File: src/verilog/dsr_pkg.sv
// Package: constants and types for the DAC two-wire register bank
package dsr_pkg;

  // ==========================================================
  // Command codes and slave address
  localparam logic [7:0] DSR_CMD_CODE   = 8'h00;
  localparam logic [7:0] DSR_CMD_CONFIG = 8'h01;
  localparam logic [6:0] DSR_SLAVE_ADDR = 7'h48;

  // ==========================================================
  // Register widths, fields and reset values
  localparam int          DSR_CODE_W       = 12;
  localparam int          DSR_STANDBY_BIT  = 0;
  localparam logic [11:0] DSR_CODE_RESET   = 12'h000;
  localparam logic [7:0]  DSR_CONFIG_RESET = 8'h00;
  localparam logic [7:0]  DSR_CMD_RESET    = 8'h00;
  localparam int          DSR_FULL_SCALE   = 4096;
  localparam logic [3:0]  DSR_BYTE_LAST    = 4'h7;
  localparam logic [3:0]  DSR_ACK_SLOT     = 4'h8;
  // Start value of the bit count; the clock fall that closes a start
  // wraps it to zero, so that fall is not taken for a data bit
  localparam logic [3:0]  DSR_CNT_START    = 4'hF;

  // ==========================================================
  // Converter-facing bundle
  typedef struct packed {
    logic [11:0] code;
    logic        standby;
  } dsr_dac_t;

  // Bit-level bus events from the link receiver
  typedef struct packed {
    logic start;
    logic stop;
    logic scl_rise;
    logic scl_fall;
    logic sda;
  } dsr_link_t;

endpackage

File: src/verilog/dsr_link_sync.sv
// Two-wire pin synchroniser and bus event detector
`timescale 1ns/1ps
module dsr_link_sync (
  // Clock and reset
  input  wire logic            clk_sys_i,
  input  wire logic            reset_i,
  // Raw pins
  input  wire logic            scl_i,
  input  wire logic            sda_i,
  // Events
  output dsr_pkg::dsr_link_t   link_o
);
  import dsr_pkg::*;

  logic [1:0] scl_meta;
  logic [1:0] sda_meta;
  logic       scl_d;
  logic       sda_d;
  logic [1:0] next_scl_meta;
  logic [1:0] next_sda_meta;

  // ==========================================================
  // Two-stage sync; only stage 2 is read by edge logic
  always_comb begin
    next_scl_meta = {scl_meta[0], scl_i};
    next_sda_meta = {sda_meta[0], sda_i};
  end

  always_ff @(posedge clk_sys_i or posedge reset_i) begin
    if (reset_i) begin
      scl_meta <= 2'h3;
      sda_meta <= 2'h3;
      scl_d    <= 1'b1;
      sda_d    <= 1'b1;
    end else begin
      scl_meta <= next_scl_meta;
      sda_meta <= next_sda_meta;
      scl_d    <= scl_meta[1];
      sda_d    <= sda_meta[1];
    end
  end

  // Start and stop are data edges while the clock line is high
  always_comb begin
    link_o.start    = scl_meta[1] & scl_d & sda_d & ~sda_meta[1];
    link_o.stop     = scl_meta[1] & scl_d & ~sda_d & sda_meta[1];
    link_o.scl_rise = scl_meta[1] & ~scl_d;
    link_o.scl_fall = ~scl_meta[1] & scl_d;
    link_o.sda      = sda_meta[1];
  end

endmodule

File: src/verilog/dsr_bank.sv
// DAC register bank behind a two-wire slave port
`timescale 1ns/1ps
// Contract
// RL1 - Command 00h selects the code register, 01h the configuration register
// RL2 - Config bit 0 is standby; bits 7..1 ignore writes and read zero
// RL3 - Code is 12 bits in two bytes; first byte holds bits 11..4 MSB first
// RL4 - Second byte upper nibble holds bits 3..0; low nibble ignored on write
// RL5 - Stored code goes to the converter; output is reference times code/4096
// RL6 - Reset clears code and configuration: normal mode, zero code
// RL7 - Acknowledge only address 1001000; eighth bit one means read
// RL8 - Write: address, command, then one or two data bytes to that register
// RL9 - Read with no command returns the register last selected
// RL10 - Bytes go MSB first; receiver acknowledges; master ends read with NACK
module dsr_bank (
  // Clock and reset
  input  wire logic            clk_sys_i,
  input  wire logic            reset_i,
  // Two-wire link, data line split into in/out/enable
  input  wire logic            scl_i,
  input  wire logic            sda_i,
  output logic                 sda_o,
  output logic                 sda_oe_o,
  // Converter side
  output dsr_pkg::dsr_dac_t    dac_o
);
  import dsr_pkg::*;

  typedef enum logic [2:0] {
    ST_IDLE, ST_ADDR, ST_CMD, ST_WDATA, ST_RDATA, ST_RACK
  } dsr_state_t;

  dsr_link_t   link;
  dsr_state_t  state, next_state;
  logic [3:0]  bit_cnt, next_bit_cnt;
  logic [7:0]  shift, next_shift;
  logic [7:0]  cmd, next_cmd;
  logic [11:0] code, next_code;
  logic [7:0]  config_reg, next_config_reg;
  logic        byte_idx, next_byte_idx;
  logic        drive, next_drive;
  logic        rd_mode, next_rd_mode;
  logic [7:0]  rd_byte;

  // ==========================================================
  // Pin synchroniser and event detector
  dsr_link_sync u_sync (
    .clk_sys_i (clk_sys_i),
    .reset_i   (reset_i),
    .scl_i     (scl_i),
    .sda_i     (sda_i),
    .link_o    (link)
  );

  // Read byte: first byte code high, second code low nibble, config padded
  always_comb begin
    if (cmd == DSR_CMD_CONFIG) begin
      rd_byte = {7'h00, config_reg[DSR_STANDBY_BIT]}; // RL2
    end else if (!byte_idx) begin
      rd_byte = code[11:4]; // RL3
    end else begin
      rd_byte = {code[3:0], 4'h0}; // RL4
    end
  end

  // ==========================================================
  // Protocol engine next-state
  always_comb begin
    next_state      = state;
    next_bit_cnt    = bit_cnt;
    next_shift      = shift;
    next_cmd        = cmd;
    next_code       = code;
    next_config_reg = config_reg;
    next_byte_idx   = byte_idx;
    next_drive      = drive;
    next_rd_mode    = rd_mode;
    if (link.stop) begin
      next_state = ST_IDLE;
      next_drive = 1'b0;
    end else if (link.start) begin
      // Repeated start also lands here
      next_state    = ST_ADDR;
      next_bit_cnt  = DSR_CNT_START; // RL7
      next_byte_idx = 1'b0;
      next_drive    = 1'b0;
    end else begin
      case (state)
        ST_IDLE: begin
          next_drive = 1'b0;
        end
        ST_ADDR, ST_CMD, ST_WDATA: begin
          if (link.scl_rise && bit_cnt <= DSR_BYTE_LAST) begin
            next_shift = {shift[6:0], link.sda}; // RL10
          end
          if (link.scl_fall) begin
            if (bit_cnt == DSR_BYTE_LAST) begin
              next_bit_cnt = DSR_ACK_SLOT;
              next_drive   = 1'b1; // RL10
              next_shift   = shift;
              if (state == ST_ADDR) begin
                if (shift[7:1] != DSR_SLAVE_ADDR) begin
                  next_state = ST_IDLE; // RL7
                  next_drive = 1'b0;
                end
                next_rd_mode = shift[0]; // RL7
              end else if (state == ST_CMD) begin
                next_cmd = shift; // RL1
              end else if (cmd == DSR_CMD_CONFIG) begin
                next_config_reg = {7'h00, shift[DSR_STANDBY_BIT]}; // RL2
              end else if (!byte_idx) begin
                next_code[11:4] = shift; // RL3 RL8
              end else begin
                next_code[3:0] = shift[7:4]; // RL4 RL8
              end
            end else if (bit_cnt == DSR_ACK_SLOT) begin
              next_drive   = 1'b0;
              next_bit_cnt = 4'h0;
              if (state == ST_ADDR) begin
                if (rd_mode) begin
                  // Receive: last command decides source
                  next_state = ST_RDATA; // RL9
                  next_drive = 1'b1;
                end else begin
                  next_state = ST_CMD;
                end
              end else if (state == ST_CMD) begin
                next_state = ST_WDATA; // RL8
              end else begin
                next_byte_idx = 1'b1;
              end
            end else begin
              next_bit_cnt = bit_cnt + 4'h1;
            end
          end
        end
        ST_RDATA: begin
          if (link.scl_fall) begin
            if (bit_cnt == DSR_BYTE_LAST) begin
              next_drive   = 1'b0;
              next_bit_cnt = 4'h0;
              next_state   = ST_RACK;
            end else begin
              next_bit_cnt = bit_cnt + 4'h1;
            end
          end
        end
        ST_RACK: begin
          if (link.scl_rise) begin
            // Master NACK ends the read
            if (link.sda) begin
              next_state = ST_IDLE; // RL10
            end else begin
              next_byte_idx = 1'b1;
            end
          end
          if (link.scl_fall && state == ST_RACK) begin
            next_state = ST_RDATA;
            next_drive = 1'b1;
          end
        end
        default: next_state = ST_IDLE;
      endcase
    end
  end

  // Registers clear to normal mode and zero code
  always_ff @(posedge clk_sys_i or posedge reset_i) begin
    if (reset_i) begin
      state      <= ST_IDLE;
      bit_cnt    <= 4'h0;
      shift      <= 8'h00;
      cmd        <= DSR_CMD_RESET;
      code       <= DSR_CODE_RESET; // RL6
      config_reg <= DSR_CONFIG_RESET; // RL6
      byte_idx   <= 1'b0;
      drive      <= 1'b0;
      rd_mode    <= 1'b0;
    end else begin
      state      <= next_state;
      bit_cnt    <= next_bit_cnt;
      shift      <= next_shift;
      cmd        <= next_cmd;
      code       <= next_code;
      config_reg <= next_config_reg;
      byte_idx   <= next_byte_idx;
      drive      <= next_drive;
      rd_mode    <= next_rd_mode;
    end
  end

  // ==========================================================
  // Data line: ack pulls low, read shifts MSB first (open drain)
  always_comb begin
    sda_o    = 1'b0;
    sda_oe_o = 1'b0;
    if (drive && state == ST_RDATA) begin
      sda_oe_o = ~rd_byte[3'(DSR_BYTE_LAST - bit_cnt)]; // RL10
    end else if (drive) begin
      sda_oe_o = 1'b1;
    end
  end

  // Converter gets the stored code; full scale is 4096 steps
  always_comb begin
    dac_o.code    = code; // RL5
    dac_o.standby = config_reg[DSR_STANDBY_BIT]; // RL2
  end

  // ==========================================================
  // Checks
  a_cfg_reserved_zero: assert property ( // RL2
    @(posedge clk_sys_i) disable iff (reset_i) config_reg[7:1] == 7'h00)
    else $error("reserved config bits set");

  a_dac_tracks_code: assert property ( // RL5
    @(posedge clk_sys_i) disable iff (reset_i)
    $changed(dac_o.code) |->
      $past(cmd) != DSR_CMD_CONFIG && dac_o.code < DSR_FULL_SCALE)
    else $error("converter code mismatch");

  a_ack_only_addr: assert property ( // RL7
    @(posedge clk_sys_i) disable iff (reset_i)
    (state == ST_ADDR && drive) |-> shift[7:1] == DSR_SLAVE_ADDR)
    else $error("ack for foreign address");

  a_cmd_only_in_cmd: assert property ( // RL1
    @(posedge clk_sys_i) disable iff (reset_i)
    $changed(cmd) |-> $past(state) == ST_CMD)
    else $error("command changed outside command phase");

  a_code_write_phase: assert property ( // RL8
    @(posedge clk_sys_i) disable iff (reset_i)
    $changed(code) |-> $past(state) == ST_WDATA)
    else $error("code changed outside write");

  a_read_no_cmd: assert property ( // RL9
    @(posedge clk_sys_i) disable iff (reset_i)
    state == ST_RDATA |-> $stable(cmd))
    else $error("command moved during read");

  a_line_low_only: assert property ( // RL10
    @(posedge clk_sys_i) disable iff (reset_i) sda_o == 1'b0)
    else $error("data line driven high");

  a_stop_releases: assert property ( // RL10
    @(posedge clk_sys_i) disable iff (reset_i)
    link.stop |=> !sda_oe_o && state == ST_IDLE)
    else $error("line held after stop");

endmodule

File: config.mk
export PLATFORM = sky130hd
export DESIGN_NAME = dsr_bank
export DESIGN_NICKNAME = d
export VERILOG_FILES = /design/src/verilog/dsr_pkg.sv /design/src/verilog/dsr_link_sync.sv /design/src/verilog/dsr_bank.sv
export SDC_FILE = /design/constraint.sdc
export NUM_CORES = 1
export LEC_CHECK = 0
export BUFFER_PORTS_ARGS = -buffer_cell sky130_fd_sc_hd__buf_2
export CORE_ASPECT_RATIO = 2
export CORE_MARGIN = 2
export CORE_UTILIZATION = 27
export DETAILED_ROUTE_END_ITERATION = 8
export SKIP_LAST_GASP = 1
export SLEW_MARGIN = 15
export SYNTH_ARGS = -nofsm -noshare
export SYNTH_HDL_FRONTEND = slang
export SYNTH_SLANG_ARGS = --single-unit
export TNS_END_PERCENT = 20
File: constraint.sdc
create_clock -name clk_sys_i -period 2.2 [get_ports clk_sys_i]
set_input_delay 0.22 -clock clk_sys_i [delete_from_list [all_inputs] [get_ports clk_sys_i]]
set_output_delay 0.22 -clock clk_sys_i [all_outputs]
set_load 0.02 [all_outputs]
**Word-level counts from Yosys, hierarchy flattened**

Index checks and enable logic that the tools add are counted.

- Input port bits: 4
- Word-level logic and storage cells: 137
- Output and inout port bits: 15
- Register bits: 45

- Reduce and logical (&&, ||, !) cells: 18
- Eq/ne operators: 29
- Order comparisons: 2
- Add/sub/neg operators: 2
- Mux-type cells: 54
- Bitwise logic cells: 18

Operators with widths:

| cell | number |
|---|---|
| $mux 3 | 15 |
| $mux 8 | 5 |
| $ne 3x3->1 const B | 9 |
| $reduce_and 9->1 | 3 |
| $mux 4 | 6 |
| $mux 1 | 23 |
| $ne 5x5->1 const B | 3 |
| $ne 4x4->1 const B | 3 |
| $pmux 3 s4 | 1 |
| $reduce_and 6->1 | 2 |
| $not 1->1 | 11 |
| $reduce_and 10->1 | 1 |
| $eq 8x1->1 const B | 1 |
| $pmux 4 s2 | 1 |
| $reduce_and 4->1 | 2 |
| $reduce_and 8->1 | 1 |
| $and 1x1->1 | 7 |
| $ne 7x7->1 const B | 1 |
| $reduce_and 7->1 | 1 |
| $eq 3x2->1 const B | 2 |
| $eq 3x3->1 const B | 2 |
| $ne 6x6->1 const B | 1 |
| $reduce_bool 3->1 | 2 |
| $reduce_bool 6->1 | 1 |
| other kinds (17) | 19 |

**Depth between registers and ports, before layout**

- Depth after elaboration: 9
- Depth in mapped cells: 8
- Mapped depth without buffers: 7

**Hierarchy**

A second synthesis with hierarchy kept.

- Cell total of the unflattened synthesis: 195
- Area total of the unflattened synthesis: 2293.4 um2

Modules (own cells, without submodules):

| module | sequential area each (um2) | cells an instance | area each (um2) | times used |
|---|---|---|---|---|
| dsr_bank | 975.9 | 183 | 2092.0 | 1 |
| dsr_link_sync | 157.7 | 12 | 201.4 | 1 |

**Worst setup path before layout**

OpenSTA, ideal clock, no wires.

- Path type: register -> register
- Start: register bit_cnt[0]
- End: register state[0]
- Library setup time: 0.125 ns
- Required time: 2.075 ns
- Slack: 0.131 ns
- Arrival time: 1.944 ns
- Buffers on the path: 1
- Stages on the path, launching flop included: 9
- Period minus slack after synthesis: 2.069 ns
- Cells stage by stage: dfrtp_1 > clkbuf_1 > inv_1 > ha_1 > and3b_1 > a22oi_1 > o41ai_1 > a211oi_1 > mux2_2

- Word-level cells in the longest chain between the ends: 6
- Elaborated cells between the ends (all ways): 13
- Classes of those cells: eq/ne: 7; mux: 5; reduce/logical: 1

Ends and longest elaborated chain:

| item | line | text |
|---|---|---|
| from (decl) | dsr_bank.sv:34 | `logic [3:0] bit_cnt, next_bit_cnt;` |
| from (signal assigned) | dsr_bank.sv:180 | `bit_cnt <= next_bit_cnt;` |
| $eq 4x3->1 | dsr_bank.sv:96, dsr_bank.sv:138 |  |
| $mux 3 | dsr_bank.sv:96 | `if (bit_cnt == DSR_BYTE_LAST) begin` |
| $mux 3 | dsr_bank.sv:95 | `if (link.scl_fall) begin` |
| $pmux 3 s4 | dsr_bank.sv:87 | `case (state)` |
| $mux 3 | dsr_bank.sv:80 | `end else if (link.start) begin` |
| $mux 3 | dsr_bank.sv:77 | `if (link.stop) begin` |
| to (signal assigned) | dsr_bank.sv:179 | `state <= next_state;` |
| to (decl) | dsr_bank.sv:33 | `dsr_state_t state, next_state;` |

Parallel ways exist; a longest one is shown, timed or not. The select of a mux whose other input is x is not followed.
A chain may end at the register's enable or synchronous reset.

**Worst setup path after layout**

- Start: register bit_cnt[0]
- End: output sda_oe_o

- Word-level cells in the longest chain between the ends: 5

Ends and longest elaborated chain:

| item | line | text |
|---|---|---|
| $sub 3x3->3 | dsr_bank.sv:197 | `sda_oe_o = ~rd_byte[3'(DSR_BYTE_LAST - bit_cnt)];` |
| $bmux 1 s3 | dsr_bank.sv:197 |  |
| $mux 1 (not written as such) | dsr_bank.sv:197 |  |
| $not 1->1 | dsr_bank.sv:197 |  |
| $mux 1 | dsr_bank.sv:196 | `if (drive && state == ST_RDATA) begin` |
| to (decl) | dsr_bank.sv:22 | `output logic sda_oe_o,` |

Every way passes these cells. The select of a mux whose other input is x is not followed.

==> impl_metrics.py <==
metrics = {
    "outcome": {
        "status": "finished clean",
    },
    "finish": {
        "area_growth_pct": 19.71,
        "antenna_cells": 0,
        "utilization_pct": 33.40,
        "drive_gt1_share_pct": 41.78,
        "most-common-layout-cells": "dfrtp_1 (37), mux2_2 (29), buf_2 (17)",
        "nets": 218,
        "fillers": 815,
        "largestRegisters": "code: 12 flops, cmd: 8 flops, shift: 8 flops",
        "layout_commonest_cell": "dfrtp_1",
        "regMostFlops": "code",
        "seqCellArea_um2": 1136,
        "largest_register_ffs": 12,
        "multiInputGateArea_um2": 1027,
        "finalInstanceArea_um2": 2653,
    },
    "synth": {
        "seq_area_frac_synth_pct": 51.16,
        "synth_area_um2": 2216,
        "synth.avg_cell_area_um2": 12.11,
        "synth-edff-count": 0,
        "synth_cells": 183,
        "synth-async-reset-ratio_pct": 100.0,
        "yosysTopAreaCellShare_pct": 44.04,
        "netlist-cell-type-count": 57,
        "yosys_warnings": 0,
        "syn_nets": 189,
        "synth_seq_cells": 45,
        "synthFlopType": "dfrtp_1",
        "synth_area_leaders": "dfrtp_1 (44%), mux2_2 (15%), dfstp_2 (7.1%)",
        "yosys.area.top_type": "dfrtp_1",
    },
    "sta": {
        "fin_crit_ns": 2.147,
        "setup-violations-final": 0,
        "fin_ws_ns": 0.05335,
        "skew_ns": 0.006201,
        "period_share_pct": 97.58,
        "maxSlewViolCount": 0,
        "fmax_ghz": 0.4658,
        "hold_violations": 0,
        "rsz0062_at_grt": "yes",
        "relSlewSlack_pct": 62.85,
        "worst_slew_pin_slew_ns": 0.5572,
    },
    "pwr": {
        "power_density_nw_per_um2": 997.6,
        "p_leak_uw": 0.001213,
        "vdd_ir_drop_max_uv": 322.1,
    },
    "drt": {
        "ant_nets": 0,
        "via_per_inst": 5.181,
        "route.detailed.drc": 0,
        "drt-wirelength-per-cell_um": 16.62,
        "routed-via-count": 1601,
        "wl_um": 5136,
        "dr.pass1.iters": 4,
        "drt_iter0_markers": 48,
    },
    "placed_design": {
        "pre_cts_slack_ns": 0.1138,
        "place.gp.congestion": 0.8592,
        "dpl.hpwl_um": 3872,
        "placed_area_um2": 2457,
        "io_buffer_count": 17,
    },
    "clock_network": {
        "cts-root-buf": "clkbuf_16",
        "cts_max_level": 2,
        "cts-buffers-inserted": 5,
        "clk_path_buf_depth": 2,
        "clock_latency_ns": 0.29,
        "cts_tree": "yes",
        "clk_pin_slew_ns": 0.06,
        "cts_sinks": 45,
        "hold_buffers": 0,
    },
    "worst_setup_path": {
        "path_cells": "buf_4 -> mux4_2 -> nand4b_1 -> o211ai_1 -> a21boi_0 -> buf_2",
        "crit_fanout": 5,
        "slowest_delay_ns": 0.53,
        "start_kind": "register",
        "slowest_stage": "mux4_2",
        "crit_family": "multiplexers",
        "path_class": "register to output pin",
        "cp_num_buf_inv": 2,
        "cp-end-kind": "output pin",
        "cp.required_ns": 1.98,
        "cp.arrival_ns": 1.93,
    },
    "grt": {
        "grt_antenna_before_repair": 0,
        "overflow": 0,
        "grt_max_degree": 46,
        "grtUsageTotal_pct": 12.58,
        "grt_pass1_wl_um": 8487,
        "grt_pass1_vias": 1759,
    },
    "floorplan": {
        "ios": 19,
        "fp-row-count": 46,
        "core-area_um2": 7943,
        "die_y_um": 132.1,
        "dieWidth_um": 68.06,
        "dieArea_um2": 8992,
        "start_util_pct": 27.90,
    },
    "min_path": {
        "hold_path.class": "primary input to register",
    },
    "run": {
        "max-cap-violations": 0,
    },
}
==> cells by family after synthesis <==
logic type / after synthesis / synth area share (%)
xor gates and xnor gates: 2 / 0.7907
buffers and inverters: 13 / 2.766
other: 1 / 0.1692
muxes: 34 / 18.80
DFF: 45 / 51.16
AOI/OAI and AO/OA: 33 / 10.45
and+or+nand+nor: 53 / 14.74
adders and majority gates: 2 / 1.129
==> final timing paths <==
check / cells after the start / end / startpoint / slack (ns)
max reg2reg: 8 / state[0] / bit_cnt[0] / 0.11
min reg2reg: 0 / u_sync.scl_meta[1] / u_sync.scl_meta[0] / 0.36
max in group asynchronous: 3 / bit_cnt[0] / reset_i / 1.73
min: 1 / u_sync.scl_meta[0] / scl_i / 0.02
max: 6 / sda_oe_o / bit_cnt[0] / 0.05
min in group asynchronous: 3 / state[0] / reset_i / 0.04
==> layer usage <==
metal  wire length, um  up-vias  global-route usage, %
met5                 0        -                      0
met1              1866      805                  13.07
met2              2817       43                  21.57
li1                  -      731                      -
met3               172       22                  1.879
met4               279        0                  9.222
==> timing repair <==
| item | 4_1_cts | 5_1_grt |
|---|---|---|
| endpoints found under the setup margin | 1 | 2 |
| resized for setup | 2 | 2 |
| buffers inserted | 2 | 0 |
==> per-stage QoR <==
stage	TNS (ns)	cells	total power, uW	hold WS (ns)
2_1_floorplan	0	183	1572	0.2245
3_3_place_gp	0	299	1769	0.3258
3_5_place_dp	0	299	1781	0.3275
4_1_cts	0	309	2669	0.01782
5_1_grt	-0.07857	309	2785	0.01896
6_report	0	309	2646	0.02275
==> power by group <==
| part | leakage, uW | internal [uW] | switching (uW) |
|---|---|---|---|
| Combinational | 0.000545 | 306 | 373 |
| Clock | 0.0000800 | 537 | 321 |
| Sequential | 0.000588 | 936 | 174 |
==> cell usage after synthesis (2+ instances only) <==
cell type / count
a211oi_1: 3
a21oi_1: 7
and3b_1: 2
buf_2: 3
buf_4: 2
dfrtp_1: 39
dfstp_2: 6
ha_1: 2
inv_1: 5
mux2_1: 2
mux2_2: 29
mux4_2: 3
nand2_1: 15
nand3_1: 3
nand3b_1: 2
nand4_1: 3
nor2_1: 7
nor3_1: 3
nor3b_1: 2
nor4b_1: 2
o21ai_0: 6
o31ai_1: 2
==> worst register-to-register path: cells and delay by family (launching register included) <==
kind | cells | cell delay [ns]
AOI/OAI and AO/OA | 3 | 0.62
adders and majority gates | 1 | 0.20
buffers and inverters | 2 | 0.20
DFF | 1 | 0.37
muxes | 1 | 0.38
and+or+nand+nor | 1 | 0.20
==> cell type report <==
| cell class | count | share of cell area [%] |
|---|---|---|
| Clock buffer | 5 | 4.717 |
| Clock inverter | 3 | 1.745 |
| Inverter | 6 | 0.8491 |
| Multi-Input combinational cell | 125 | 38.73 |
| Sequential cell | 45 | 42.83 |
| Tap cell | 96 | 4.528 |
| Timing Repair Buffer | 29 | 6.604 |
No activity file was read; power rests on OpenSTA's default activity.
